File: src/hdl/sfbc_regs.svh
// register offsets, field positions and reset values
// Notes on behaviour
// - mode register resets to 0x38
// - bit 7 selects msb or lsb first
// - bit 3 guards count writes, reads 1
// - count sets frame length, reads bits left while a frame is busy, else the code
// - count returns to 000 after each frame
// - count cleared by reset and standby
// - control-part reset clears count
// - control-part reset keeps register contents
`ifndef SFBC_REGS_SVH
`define SFBC_REGS_SVH
`define SFBC_ADDR_MODE    4'h0
`define SFBC_ADDR_CTRL    4'h1
`define SFBC_MODE_RESET   8'h38
`define SFBC_BIT_ORDER    7
`define SFBC_BIT_WP       3
`define SFBC_MODE_ONES    8'h38
`define SFBC_CTRL_RST_BIT 1
`define SFBC_CTRL_SYNC    0
`endif

File: src/hdl/sfbc_pkg.sv
// types shared by the bit counter files
package sfbc_pkg;
  // frame sequencing states
  typedef enum logic [1:0] {
    SFBC_IDLE,
    SFBC_SHIFT,
    SFBC_DONE
  } sfbc_state_t;
endpackage

File: src/hdl/sfbc_sync.sv
// three-stage synchroniser with edge detection for the link clock
`timescale 1ns/1ps
module sfbc_sync (
  // clock and reset
  input  wire logic clk_in,
  input  wire logic rstn_in,
  // raw pin and results
  input  wire logic pin_in,
  output logic      level_out,
  output logic      rise_out,
  output logic      fall_out
);
  logic [2:0] stage;  // synchroniser chain
  logic       level;  // filtered level

  // stage 0 is only read by stage 1
  always_ff @(posedge clk_in or negedge rstn_in) begin
    if (!rstn_in) begin
      stage <= 3'h0;
      level <= 1'b0;
    end else begin
      stage <= {stage[1:0], pin_in};
      if (stage[1] == stage[2]) begin
        level <= stage[2];
      end
    end
  end

  // edges once stages 1 and 2 agree
  assign level_out = level;
  assign rise_out  = (stage[1] == stage[2]) && stage[2] && !level;
  assign fall_out  = (stage[1] == stage[2]) && !stage[2] && level;
endmodule

File: src/hdl/sfbc_top.sv
// transfer format and bit count control of the serial interface
//
// The strobed register port and the register addresses were decided locally.
`timescale 1ns/1ps
`include "sfbc_regs.svh"
module sfbc_top (
  // clock and reset
  input  wire logic       clk_in,
  input  wire logic       rstn_in,
  // register port
  input  wire logic [3:0] addr_in,
  input  wire logic [7:0] wdata_in,
  input  wire logic       wr_in,
  input  wire logic       rd_in,
  output logic      [7:0] rdata_out,
  // system
  input  wire logic       standby_in,
  // link
  input  wire logic       scl_in,
  // status to transfer engine
  output logic            lsb_first_out,
  output logic            frame_busy_out,
  output logic            frame_done_out,
  output logic      [3:0] frame_bits_out
);
  logic                 bit_order_select;  // mode bit 7
  logic           [2:0] bit_count;         // count field
  logic                 control_part_reset;// ctrl bit 1
  logic                 sync_mode;         // ctrl bit 0
  logic           [3:0] bits_left;         // bits still to go
  logic           [7:0] rdata;             // read data register
  sfbc_pkg::sfbc_state_t state;            // frame state
  logic                 scl_level;
  logic                 scl_rise;
  logic                 scl_fall;

  // frame length from a count code
  function automatic logic [3:0] frame_len(input logic [2:0] code,
                                           input logic       sync);
    logic [3:0] n;
    n = {1'b0, code};
    if (code == 3'h0) begin
      frame_len = sync ? 4'h8 : 4'h9;
    end else begin
      frame_len = sync ? n : n + 4'h1;
    end
  endfunction

  // link clock sampler
  sfbc_sync u_scl (
    .clk_in    (clk_in),
    .rstn_in   (rstn_in),
    .pin_in    (scl_in),
    .level_out (scl_level),
    .rise_out  (scl_rise),
    .fall_out  (scl_fall)
  );

  // register decode
  wire wr_mode    = wr_in && (addr_in == `SFBC_ADDR_MODE);
  wire wr_ctrl    = wr_in && (addr_in == `SFBC_ADDR_CTRL);
  wire count_wr   = wr_mode && !wdata_in[`SFBC_BIT_WP];
  wire seq_clear  = standby_in || control_part_reset;
  wire last_bit   = (state == sfbc_pkg::SFBC_SHIFT) && scl_fall
                    && (bits_left == 4'h1);
  // field read: bits left while busy, else code
  wire [2:0] count_view = (state == sfbc_pkg::SFBC_SHIFT)
                          ? bits_left[2:0] : bit_count;
  wire [7:0] mode_view  = {bit_order_select, 1'b0, 2'b11,
                           1'b1, count_view};
  // control register: sequencing reset and format select
  wire [7:0] ctrl_view  = {6'h00, control_part_reset, sync_mode};
  // unmapped addresses read as zero
  wire [7:0] next_rdata = (addr_in == `SFBC_ADDR_MODE) ? mode_view :
                          (addr_in == `SFBC_ADDR_CTRL) ? ctrl_view :
                          8'h00;

  // software-visible bits; sequencing reset leaves them intact
  always_ff @(posedge clk_in or negedge rstn_in) begin
    if (!rstn_in) begin
      bit_order_select   <= 1'b0;
      control_part_reset <= 1'b0;
      sync_mode          <= 1'b0;
    end else begin
      if (wr_mode) begin
        bit_order_select <= wdata_in[`SFBC_BIT_ORDER];
      end
      if (wr_ctrl) begin
        control_part_reset <= wdata_in[`SFBC_CTRL_RST_BIT];
        sync_mode          <= wdata_in[`SFBC_CTRL_SYNC];
      end
    end
  end

  // count field: clears win, then frame end, then write
  always_ff @(posedge clk_in or negedge rstn_in) begin
    if (!rstn_in) begin
      bit_count <= 3'h0;
    end else if (seq_clear) begin
      bit_count <= 3'h0;
    end else if (last_bit) begin
      bit_count <= 3'h0;
    end else if (count_wr) begin
      bit_count <= wdata_in[2:0];
    end
  end

  // frame sequencer counting link clock falls
  always_ff @(posedge clk_in or negedge rstn_in) begin
    if (!rstn_in) begin
      state     <= sfbc_pkg::SFBC_IDLE;
      bits_left <= 4'h0;
    end else if (seq_clear) begin
      state     <= sfbc_pkg::SFBC_IDLE;
      bits_left <= 4'h0;
    end else begin
      case (state)
        sfbc_pkg::SFBC_IDLE: begin
          // a rise starts the frame
          if (scl_rise) begin
            state     <= sfbc_pkg::SFBC_SHIFT;
            bits_left <= frame_len(bit_count, sync_mode);
          end
        end
        sfbc_pkg::SFBC_SHIFT: begin
          // each fall ends one bit
          if (scl_fall) begin
            bits_left <= bits_left - 4'h1;
            if (bits_left == 4'h1) begin
              state <= sfbc_pkg::SFBC_DONE;
            end
          end
        end
        sfbc_pkg::SFBC_DONE: begin
          state <= sfbc_pkg::SFBC_IDLE;
        end
        default: begin
          state <= sfbc_pkg::SFBC_IDLE;
        end
      endcase
    end
  end

  // read data one cycle after the strobe
  always_ff @(posedge clk_in or negedge rstn_in) begin
    if (!rstn_in) begin
      rdata <= 8'h00;
    end else if (rd_in) begin
      rdata <= next_rdata;
    end
  end

  // outputs
  assign rdata_out      = rdata;
  assign lsb_first_out  = bit_order_select;
  assign frame_busy_out = (state == sfbc_pkg::SFBC_SHIFT);
  assign frame_done_out = (state == sfbc_pkg::SFBC_DONE);
  assign frame_bits_out = bits_left;

  // checks
  a_mode_reset_value: assert property (@(posedge clk_in)
    $rose(rstn_in) |-> mode_view == `SFBC_MODE_RESET)
    else $error("mode register reset value wrong");
  a_wp_blocks_write: assert property (@(posedge clk_in)
    disable iff (!rstn_in)
    wr_mode && wdata_in[`SFBC_BIT_WP] && !seq_clear && !last_bit
    |=> $stable(bit_count))
    else $error("protected count changed");
  a_wp_reads_one: assert property (@(posedge clk_in)
    disable iff (!rstn_in) mode_view[`SFBC_BIT_WP])
    else $error("protect bit read zero");
  a_order_follows: assert property (@(posedge clk_in)
    disable iff (!rstn_in)
    wr_mode |=> lsb_first_out == $past(wdata_in[`SFBC_BIT_ORDER]))
    else $error("bit order not taken");
  a_frame_end_clear: assert property (@(posedge clk_in)
    disable iff (!rstn_in)
    last_bit && !seq_clear |=> bit_count == 3'h0 && frame_done_out)
    else $error("count not cleared at frame end");
  a_clear_count: assert property (@(posedge clk_in)
    disable iff (!rstn_in)
    seq_clear |=> bit_count == 3'h0 && !frame_busy_out)
    else $error("sequencing reset missed");
  a_keep_order: assert property (@(posedge clk_in)
    disable iff (!rstn_in)
    control_part_reset && !wr_mode |=> $stable(bit_order_select))
    else $error("register lost on sequencing reset");
  a_frame_len: assert property (@(posedge clk_in)
    disable iff (!rstn_in)
    state == sfbc_pkg::SFBC_IDLE && scl_rise && !seq_clear
    |=> bits_left == (sync_mode ? ($past(bit_count) == 3'h0 ? 4'h8
        : {1'b0, $past(bit_count)})
        : ($past(bit_count) == 3'h0 ? 4'h9
        : {1'b0, $past(bit_count)} + 4'h1)))
    else $error("frame length wrong");
  a_read_view: assert property (@(posedge clk_in)
    disable iff (!rstn_in)
    rd_in |=> rdata_out == $past(next_rdata))
    else $error("read data wrong");
  // register read and count write checks
  a_mode_fixed_bits: assert property (@(posedge clk_in)
    disable iff (!rstn_in)
    rd_in && addr_in == `SFBC_ADDR_MODE
    |=> rdata_out[6:3] == 4'h7 && rdata_out[7] == $past(bit_order_select))
    else $error("mode read fixed bits wrong");
  a_wp_allows_write: assert property (@(posedge clk_in)
    disable iff (!rstn_in)
    count_wr && !seq_clear && !last_bit
    |=> bit_count == $past(wdata_in[2:0]))
    else $error("unprotected count write lost");
  // frame checks
  a_standby_clear: assert property (@(posedge clk_in)
    disable iff (!rstn_in)
    standby_in |=> bit_count == 3'h0 && !frame_busy_out)
    else $error("standby did not clear count");
  a_busy_counts: assert property (@(posedge clk_in)
    disable iff (!rstn_in)
    frame_busy_out |-> frame_bits_out != 4'h0)
    else $error("busy frame with no bits left");
  a_done_one_cycle: assert property (@(posedge clk_in)
    disable iff (!rstn_in)
    frame_done_out |=> !frame_done_out)
    else $error("frame end pulse too long");

  // scenarios worth seeing
  c_frame_done: cover property (@(posedge clk_in) frame_done_out);
  c_count_write: cover property (@(posedge clk_in) count_wr);
  c_ctrl_reset: cover property (@(posedge clk_in)
    frame_busy_out && control_part_reset);
  c_lsb_frame: cover property (@(posedge clk_in)
    frame_done_out && lsb_first_out);
  c_link_high: cover property (@(posedge clk_in)
    frame_busy_out && scl_level);
endmodule

File: config.mk
export PLATFORM = sky130hd
export DESIGN_NAME = sfbc_top
export DESIGN_NICKNAME = d
export VERILOG_FILES = /design/src/hdl/sfbc_pkg.sv /design/src/hdl/sfbc_sync.sv /design/src/hdl/sfbc_top.sv
export VERILOG_INCLUDE_DIRS = /design/src /design/src/hdl
export SDC_FILE = /design/constraint.sdc
export NUM_CORES = 1
export LEC_CHECK = 0
export ABC_AREA = 1
export BUFFER_PORTS_ARGS = -buffer_cell sky130_fd_sc_hd__buf_2
export CAP_MARGIN = 15
export CORE_AREA = 3 3 57 59
export CTS_BUF_LIST = sky130_fd_sc_hd__clkbuf_4 sky130_fd_sc_hd__clkbuf_8 sky130_fd_sc_hd__clkbuf_16
export DETAILED_ROUTE_END_ITERATION = 7
export DIE_AREA = 0 0 60 62
export PLACE_DENSITY = 0.67
export SYNTH_ARGS = -nofsm -noshare
export SYNTH_HDL_FRONTEND = slang
export SYNTH_SLANG_ARGS = --single-unit
File: constraint.sdc
create_clock -name clk_in -period 2 [get_ports clk_in]
set_input_delay 0.1 -clock clk_in [delete_from_list [all_inputs] [get_ports clk_in]]
set_output_delay 0.1 -clock clk_in [all_outputs]
set_load 0.01 [all_outputs]
==> results of run 1 <==
placed cells by master, fill, tap and decap left out, drive strengths merged:
master	count
nand2	46
buf	28
inv	25
dfrtp	21
nor2	18
nand3	12
o21ai	12
ha	6
nand4	4
clkbuf	4
o211ai	3
a31oi	2
dlygate4sd3	2
a21oi	2
a22o	1
xor2	1
conb	1
synth_stat cells, drive strengths merged:
cell,number,area [sq um]
inv,25,93.84
a31oi,2,12.51
o211ai,3,22.52
a22o,1,8.760
nor2,18,85.08
buf,4,33.78
ha,6,75.07
a21oi,2,13.76
o21ai,12,60.06
dfrtp,21,525.5
xor2,1,8.760
nand3,12,70.07
nand4,4,25.02
nand2,46,182.7
conb,1,3.750
area by class of cell:
cell class	instances	area share, %
sequential	21	37.10
clock buffer	4	2.120
timing repair buffer	30	11.31
inverter	25	6.625
tap	31	2.739
multi-input combinational	108	40.11
flip-flops by register name, indices dropped and copies added, names as in the netlist:
name,flops
u_scl.stage,3
u_scl.level_out,1
frame_bits_out,4
bit_count,3
control_part_reset,1
lsb_first_out,1
sync_mode,1
state,2
rdata_out,5
power by group:
part | switching [mW] | internal [mW] | total (mW)
registers | 0.0622 | 0.476 | 0.538
logic | 0.231 | 0.138 | 0.369
clock network | 0.129 | 0.0913 | 0.220
worst min-delay path: stages:
cell	delay [ns]
buf_2	0.09
nand2_1	0.04
o21ai_0	0.05
layer usage:
| metal | track usage [%] | wire length [um] | up-vias | part of all wire, % |
|---|---|---|---|---|
| li1 | - | - | 560 | - |
| met1 | 18.09 | 1063 | 511 | 43 |
| met2 | 27.31 | 1253 | 26 | 51 |
| met3 | 2.479 | 109 | 4 | 4.4 |
| met4 | 6.646 | 40 | 0 | 1.6 |
| met5 | 0 | 0 | - | 0 |
per-stage QoR:
stage	std cells	setup WS [ns]	utilization, %	hold WS [ns]
floorplan	158	0.8190	-	-0.1956
global placement	213	0.7644	49.55	0.08193
detailed placement	213	0.7171	49.55	0.08702
CTS	219	0.6371	51.36	0.008342
global route	219	0.5353	51.36	0.03327
finish	219	0.6569	51.36	0.01429
kinds of logic (layout without fill, tap and decap cells):
kind of cell	after synthesis	after routing	synth area share (%)
compound gates	20	20	9.631
xor+xnor	1	1	0.7173
fa+ha+maj	6	6	6.147
buf+inv	29	59	10.45
flops	21	21	43.03
other cells	1	1	0.3071
simple gates	80	80	29.71
path summary, 6_finish.rpt:
path | cells after the start | slack (ns) | endpoint
worst min register to register | 0 | 0.36 | u_scl.stage[1]
min in group asynchronous | 2 | 0.26 | state[0]
worst min-delay path | 3 | 0.01 | sync_mode
max in group asynchronous | 2 | 1.41 | rdata_out[2]
worst max-delay path | 4 | 0.66 | frame_busy_out
worst max register to register | 8 | 0.71 | frame_bits_out[0]
==> results.ini, run 1 <==
[status]
status=complete, no violations

[cts]
clkSinkCount=21
ctsResizeCount=0
cts_hold_buf=2
htreeDepth=1
cts_root_buf=clkbuf_4
cts_tree=yes
clk_latency_ns=0.31
path_clk_slew_ns=0.11
postCtsSetupRepairBufs=0
tritoncts.num_buffers=3
cts_buffer_depth=2

[final_layout]
area_delta_synth_final_pct=15.98
multi_input_area_sq_um=568.0
fillers=288
final_area_sq_um=1416
nets=213
seqCellArea_sq_um=525.5
diodes=0
layout-drive-gt1-share_pct=23.40

[floorplan]
die_w_um=60
die_h_um=62
fp.dieArea_sq_um=3720
initial_core_util_pct=44.28
core_sq_um=2758
rows=19
io_pins=33

[drt]
drtPass1Iterations=4
ant_nets=0
viasPerCell=5.027
drt-total-wl_um=2466
dr.first_iter.drc_count=20
post_drt_wl_per_cell_um=11.26
drc=0
via_count=1101

[sta]
min_period_ns=1.343
fin_crit_sh_pct=67.15
tns_ns=0
rsz0062_at_grt=no
clock_skew_ns=0.008369
finalMaxSlewViolations=0
setup_viol=0
hold_violations=0
max_clock_freq_mhz=744.6

[critical_path]
critPathCaptureType=output port
critPathLaunchType=register
crit_path_start=state[1]
cp_top_family=flip-flops
max_stage_delay_ns=0.42
crit_type=reg -> out
path_buf_inv=3
path_cells=inv_2, nand2_4, inv_1, buf_2
worstPathMaxFanout=12
cp.required_ns=1.90
crit_slowest_cell=dfrtp_1
r2r_start=bit_count[0]
crit_arrival_ns=1.24

[power_and_ir_drop]
power.leakage_nw=0.7781
peakVddDrop_mv=0.5707
powerDensity_nw_per_um2=795.7
total_power_mw=1.127

[synthesis]
ys_seq_elements=21
synth.distinct_cells=24
syn_area_sq_um=1221
ys_seq_area_share_pct=43.03
synth_nets=182
avgSynthCellArea_sq_um=7.729
syn-instance-count=158
yosys_warnings=0

[global_routing]
first_global_vias=1026
grt_max_degree=22
grt_pass1_wl_um=4202
antenna_found_initial=0
overflow=0
grtUsageTotal_pct=15.27

[worst_hold_path]
holdCritPathClass=in -> reg
hold_path.startpoint=wdata_in[0]

[placed_design]
place_area_sq_um=1366
numPortBuffers=28
place_congestion=0.7986
place_hpwl_um=1983

[run]
maxCapViolCount=0

(Power assumes the default switching activity.)
==> inputs of run 2 (changes only) <==
- PLACE_DENSITY: 0.67 -> 0.7
- clock period: 2 -> 1.2 ns (I/O delays scaled with it)
==> run 2 against run 1 <==
The flow now finishes with violations (negative setup slack). Total power grew 92%. Register-to-register slack lost 0.72 ns. Critical endpoint is now frame_bits_out[0]. Combinational power grew 140%.
==> results.ini, run 2 (same netlist as run 1, synthesis figures left out) <==
[sta]
rsz0062_at_grt=yes
setup_viol=2  ; +2
finalMaxSlewViolations=0  ; unchanged
min_period_ns=1.206
fin_ws_ns=-0.005974  ; -0.6629 ns
tns_ns=-0.009536  ; -0.009536 ns
whs_ns=0.05570  ; +0.04141 ns
fin_crit_sh_pct=100.5
clock_skew_ns=0.001874  ; -0.006495 ns
hold_violations=0  ; unchanged
max_clock_freq_mhz=829.2

[power_and_ir_drop]
powerDensity_nw_per_um2=1290  ; +62%
total_power_mw=2.160  ; +92%
peakVddDrop_mv=0.9109  ; +60%
power.leakage_nw=0.8840  ; +14%

[critical_path]
r2r_cells=7  ; -1
crit_arrival_ns=1.43  ; +0.19 ns
r2r_start=control_part_reset
worstPathMaxFanout=5  ; -7
cp.required_ns=1.42  ; -0.48 ns
critPathCaptureType=register
rr_endpoint=frame_bits_out[0]
critPathLaunchType=register
crit_type=reg -> reg
r2r_slack_ns=-0.006  ; -0.72 ns

[global_routing]
overflow=0  ; unchanged
antenna_found_initial=0  ; unchanged
first_global_vias=1117  ; +8.9%
grtUsageTotal_pct=16.67  ; +1.4 points
grt_max_degree=22  ; unchanged
grt_pass1_wl_um=4692  ; +12%

[run]
maxCapViolCount=0  ; unchanged

[cts]
htreeDepth=1  ; unchanged
cts_buffer_depth=2  ; unchanged
cts_root_buf=clkbuf_4
clkSinkCount=21  ; unchanged
cts_tree=yes
clk_latency_ns=0.29  ; -0.02 ns
tritoncts.num_buffers=3  ; unchanged
path_clk_slew_ns=0.11  ; about the same

[worst_hold_path]
worstHoldPathCells=3  ; unchanged
hold_path.startpoint=rd_in
holdCritPathClass=in -> reg
holdPathEnd=rdata_out[1]

[drt]
drc=0  ; unchanged
ant_nets=0  ; unchanged
viasPerCell=4.916  ; -2.2%
via_count=1175  ; +6.7%
drt-total-wl_um=2887  ; +17%
drtPass1Iterations=4  ; unchanged
post_drt_wl_per_cell_um=12.08  ; +7.3%
dr.first_iter.drc_count=62  ; +210%

[final_layout]
diodes=0  ; unchanged
layout_common_cells=nand2_1, buf_2, dfrtp_1
postLayoutCoreUtil_pct=60.71  ; +9.3 points
nets=233  ; +9.4%
layout-drive-gt1-share_pct=39.42  ; +16 points
largest_register_ffs=5  ; unchanged
final_common_cell=nand2_1
area_delta_synth_final_pct=37.09
final_area_sq_um=1674  ; +18%

[status]
violations=negative setup slack
status=finished, violations left

[floorplan]
rows=19  ; unchanged
initial_core_util_pct=44.28  ; unchanged
io_pins=33  ; unchanged
fp.dieArea_sq_um=3720  ; unchanged
die_h_um=62  ; unchanged
core_sq_um=2758  ; unchanged
die_w_um=60  ; unchanged

[placed_design]
place_congestion=0.7844  ; -1.8%
numPortBuffers=28  ; unchanged
place_area_sq_um=1419  ; +3.8%
place_hpwl_um=2018  ; +1.8%

-- run 2: cell count changes in the layout (fill, tap and decap cells not counted), moves of 2 or more --
| cell | previous run | this run |
|---|---|---|
| ha_1 | 6 | 2 |
| inv_2 | 2 | 7 |
| nor2_1 | 13 | 11 |
| buf_4 | 0 | 16 |
| dfrtp_1 | 21 | 19 |
| dfrtp_2 | 0 | 2 |
| ha_4 | 0 | 2 |
| inv_1 | 23 | 17 |
| dlygate4sd3_1 | 2 | 5 |
| nand2_4 | 1 | 3 |
| nand2_1 | 44 | 39 |
| nor2_4 | 1 | 4 |
| nand2_2 | 1 | 4 |
| ha_2 | 0 | 2 |
-- run 2: worst max path at each step --
stage	startpoint	end	cells after the start
6_report	control_part_reset	frame_bits_out[0]	7
5_1_grt	control_part_reset	frame_bits_out[3]	7
4_1_cts	frame_bits_out[0]	bit_count[0]	6
3_5_place_dp	u_scl.stage[1]	frame_bits_out[2]	8
3_3_place_gp	frame_bits_out[0]	bit_count[2]	6
2_1_floorplan	frame_bits_out[0]	frame_bits_out[2]	7
-- run 2: cell type report --
type | instances | area, sq um
multi-input combinational | 108 | 659.4
inverter | 25 | 96.34
sequential | 21 | 528.0
timing repair buffer | 50 | 321.6
tap | 31 | 38.79
fill | 257 | 1084
clock buffer | 4 | 30.03
-- run 2: routing by layer --
| layer | up-vias | global-route usage [%] | routed length (um) |
|---|---|---|---|
| met2 | 29 | 31.48 | 1531 |
| met3 | 4 | 4.339 | 114 |
| met4 | 0 | 2.848 | 40 |
| met5 | - | 0 | 0 |
| li1 | 598 | - | - |
| met1 | 544 | 19.12 | 1201 |
-- run 2: power breakdown --
group          total, mW  switching (mW)  internal (mW)  leakage (nW)
Sequential         0.911           0.113          0.798         0.273
Clock              0.355           0.203          0.152        0.0184
Combinational      0.894           0.501          0.392         0.593
-- run 2: through the flow --
stage               cells  setup WS [ns]
CTS                   233     -0.0003942
global route          239        -0.1185
global placement      220       -0.02002
finish                239      -0.005974
floorplan             158        0.01902
detailed placement    220       -0.03623
-- run 2: timing repair --
item / 4_1_cts / 5_1_grt
pin swaps: 6 / 14
endpoints found under the hold margin: 25 / 0
setup endpoints to repair: 8 / 11
resized for setup: 10 / 22
setup buffers: 4 / 6
hold buffers: 5 / 0
-- run 2: critical path, cell delays in order, from the launching register on --
cell and delay [ns]:
dfrtp_1 0.43, nor2_4 0.15, inv_2 0.09, nor2_4 0.13, nand2_2 0.09, nand3_2 0.10
nand2_1 0.06, o21ai_1 0.08
==> inputs of run 3 (changes only) <==
- ABC_AREA: 1 -> default
- CORE_AREA: 3 3 57 59 -> 3 3 56 58
- DIE_AREA: 0 0 60 62 -> 0 0 59 61
- PLACE_DENSITY: 0.7 -> 0.71
==> run 3 against run 2 <==
The run still ends with negative setup slack left. Worst hold slack worse by 0.043 ns. Via count decreased by 11%. Sequential power down 13%. Design area decreased by 1.0%. Clock-buffer cell count stayed put. Utilization is 0.42 points higher. Sequential cell count unchanged. Critical path type unchanged. Largest power group unchanged.
==> results.ini, run 3 <==
[status]
status=finished, violations left
violations=negative setup slack

[worst_hold_path]
holdCritPathClass=in -> reg
worstHoldPathCells=2  ; -1
hold_path.startpoint=wdata_in[0]
holdPathEnd=sync_mode

[drt]
drc=0  ; unchanged
via_count=1043  ; -11%
drtPass1Iterations=4  ; unchanged
drt-total-wl_um=2802  ; -2.9%
dr.first_iter.drc_count=23  ; -63%
ant_nets=0  ; unchanged
post_drt_wl_per_cell_um=13.94  ; +15%
viasPerCell=5.189  ; +5.5%

[synthesis]
synth_compound_gate_area_share_pct=9.874  ; +0.24 points
synthSimpleGateAreaFrac_pct=19.64  ; -10 points
synthMuxAreaShare_pct=12.50  ; +13 points
synth.most_common_cell=dfrtp_1
async_reset_ff_share_pct=100.0  ; unchanged
synth_top_area_share_pct=44.12  ; +1.1 points
yosys_warnings=0  ; unchanged
avgSynthCellArea_sq_um=10.09  ; +31%
synth_area_leaders=dfrtp_1, mux2_2, ha_1
synthAdderAreaFrac_pct=6.303  ; +0.15 points
synth-xor-area-share_pct=0  ; -0.72 points
synth_largest_area_cell=dfrtp_1
synth.distinct_cells=35  ; +46%
synth_nets=142  ; -22%
syn_area_sq_um=1191  ; -2.5%
ys_seq_elements=21  ; unchanged
syn-instance-count=118  ; -25%
ys_seq_area_share_pct=44.12  ; +1.1 points
synth_top_family_by_area=simple AND/OR/NAND/NOR gates
synth_edf_count=0  ; unchanged
yosys-top-cells-count=dfrtp_1, inv_1, nor2_1
synth_flop_cell=dfrtp_1

[power_and_ir_drop]
powerDensity_nw_per_um2=938.6  ; -27%
power.leakage_nw=0.8272  ; -6.4%
peakVddDrop_mv=0.6702  ; -26%
total_power_mw=1.555  ; -28%

[placed_design]
place_hpwl_um=2080  ; +3.1%
dp_slack_ns=-0.3344  ; -0.2981 ns
numPortBuffers=28  ; unchanged
place_congestion=0.7167  ; -8.6%
dpl.cell_count=189  ; -14%

[cts]
cts_root_buf=clkbuf_4
cts_buffer_depth=2  ; unchanged
htreeDepth=1  ; unchanged
path_clk_slew_ns=0.12  ; about the same
clkSinkCount=21  ; unchanged
cts_tree=yes
clk_latency_ns=0.30  ; about the same
tritoncts.num_buffers=3  ; unchanged

[sta]
rsz0062_at_grt=yes
clock_skew_ns=0.002137  ; +0.0002622 ns
min_period_ns=1.530  ; +0.3241 ns
fin_ws_ns=-0.3301  ; -0.3241 ns
max_clock_freq_mhz=653.6  ; -21%
hold_violations=0  ; unchanged
setup_viol=12  ; +10
finalMaxSlewViolations=0  ; unchanged
tns_ns=-1.755  ; -1.746 ns
fin_crit_sh_pct=127.5  ; +27 points

[critical_path]
crit_arrival_ns=1.73  ; +0.30 ns
r2r_slack_ns=-0.33  ; -0.32 ns
worstPathMaxFanout=5  ; unchanged
critPathLaunchType=register
r2r_start=u_scl.stage[1]
cp.required_ns=1.40  ; -0.02 ns
rr_endpoint=frame_bits_out[1]
r2r_cells=5  ; -2
critPathCaptureType=register
crit_type=reg -> reg

[final_layout]
nets=195  ; -16%
seqCellArea_sq_um=525.5  ; -0.47%
multi_input_area_sq_um=633.1  ; -4.0%
layout-drive-gt1-share_pct=44.12  ; +4.7 points
fillers=233  ; -9.3%
fin_cells=201  ; -16%
layout_common_cells=buf_2, dfrtp_1, buf_4
postLayoutCoreUtil_pct=61.13  ; +0.42 points
largest_register_ffs=5  ; unchanged
final_common_cell=buf_2
diodes=0  ; unchanged
area_delta_synth_final_pct=39.08

[floorplan]
die_w_um=59  ; -1.7%
io_pins=33  ; unchanged
fp.dieArea_sq_um=3599  ; -3.3%
die_h_um=61  ; -1.6%
core_sq_um=2710  ; -1.7%
rows=19  ; unchanged
initial_core_util_pct=43.95  ; -0.33 points

[global_routing]
overflow=0  ; unchanged
grt_max_degree=22  ; unchanged
antenna_found_initial=0  ; unchanged
grtUsageTotal_pct=16.50  ; -0.16 points
first_global_vias=985  ; -12%
grt_pass1_wl_um=4402  ; -6.2%

[run]
maxCapViolCount=0  ; unchanged

[run 3: cell count changes in the layout (fill, tap and decap cells not counted), moves of 4 or more]
cell,delta
mux2_2,+6
buf_6,+6
inv_1,-6
nand2_1,-35
nand2_2,-4
mux2i_1,+7
nor2_1,-4
nor2_4,-4
inv_2,-7
[run 3: worst max path at each step]
stage / from / to / slack, ns
after floorplan: u_scl.stage[1] / frame_bits_out[1] / -0.22
after global placement: u_scl.stage[1] / frame_bits_out[1] / -0.27
after detailed placement: u_scl.stage[1] / frame_bits_out[0] / -0.33
after CTS: u_scl.stage[1] / frame_bits_out[1] / -0.34
after global routing: u_scl.stage[1] / frame_bits_out[2] / -0.42
final: u_scl.stage[1] / frame_bits_out[1] / -0.33
[run 3: report_power, final]
group / internal, mW / total [mW] / switching, mW
clock network: 0.152 / 0.368 / 0.216
logic: 0.206 / 0.391 / 0.185
registers: 0.757 / 0.796 / 0.0396
total: 1.12 / 1.55 / 0.440
[run 3: cells by family after synthesis]
kind of cell | count (synthesis)
DFF | 21
AOI/OAI and AO/OA | 18
and+or+nand+nor | 40
muxes | 14
buffers and inverters | 18
adders and majority gates | 6
other | 1
[run 3: cell type report]
type | instances | share of cell area, %
repair buffers | 54 | 23.04
inverters | 12 | 2.870
multi-input cells | 79 | 38.22
flip-flops and latches | 21 | 31.72
clock buffers | 4 | 1.813
well taps | 31 | 2.341
[run 3: critical path, stage by stage, from the launching register on]
cell and delay [ns]:
dfrtp_1 0.38, ha_1 0.15, or3b_4 0.41, a21o_4 0.24, a311oi_2 0.18, a211oi_1 0.08
[run 3: metrics by stage]
step	cell area, sq um	hold WS [ns]
finish	1657	0.01256
detailed placement	1464	0.04435
global route	1657	0.01411
global placement	1464	0.03828
CTS	1612	0.004159
floorplan	1191	-0.2356
[run 3: metal layers]
metal	track usage, %	wire, um	vias to the layer above
met2	28.86	1464	22
met3	1.915	84	7
met5	0	0	-
met4	7.767	61	0
li1	-	-	509
met1	20.29	1192	505
[run 3: timing repair]
action | in CTS | in global routing
endpoints found under the hold margin | 26 | 0
buffers inserted | 2 | 0
endpoints found under the setup margin | 12 | 14
cloned | 0 | 0
gates resized for setup | 11 | 12
pin swaps | 5 | 8
hold buffers | 6 | 0
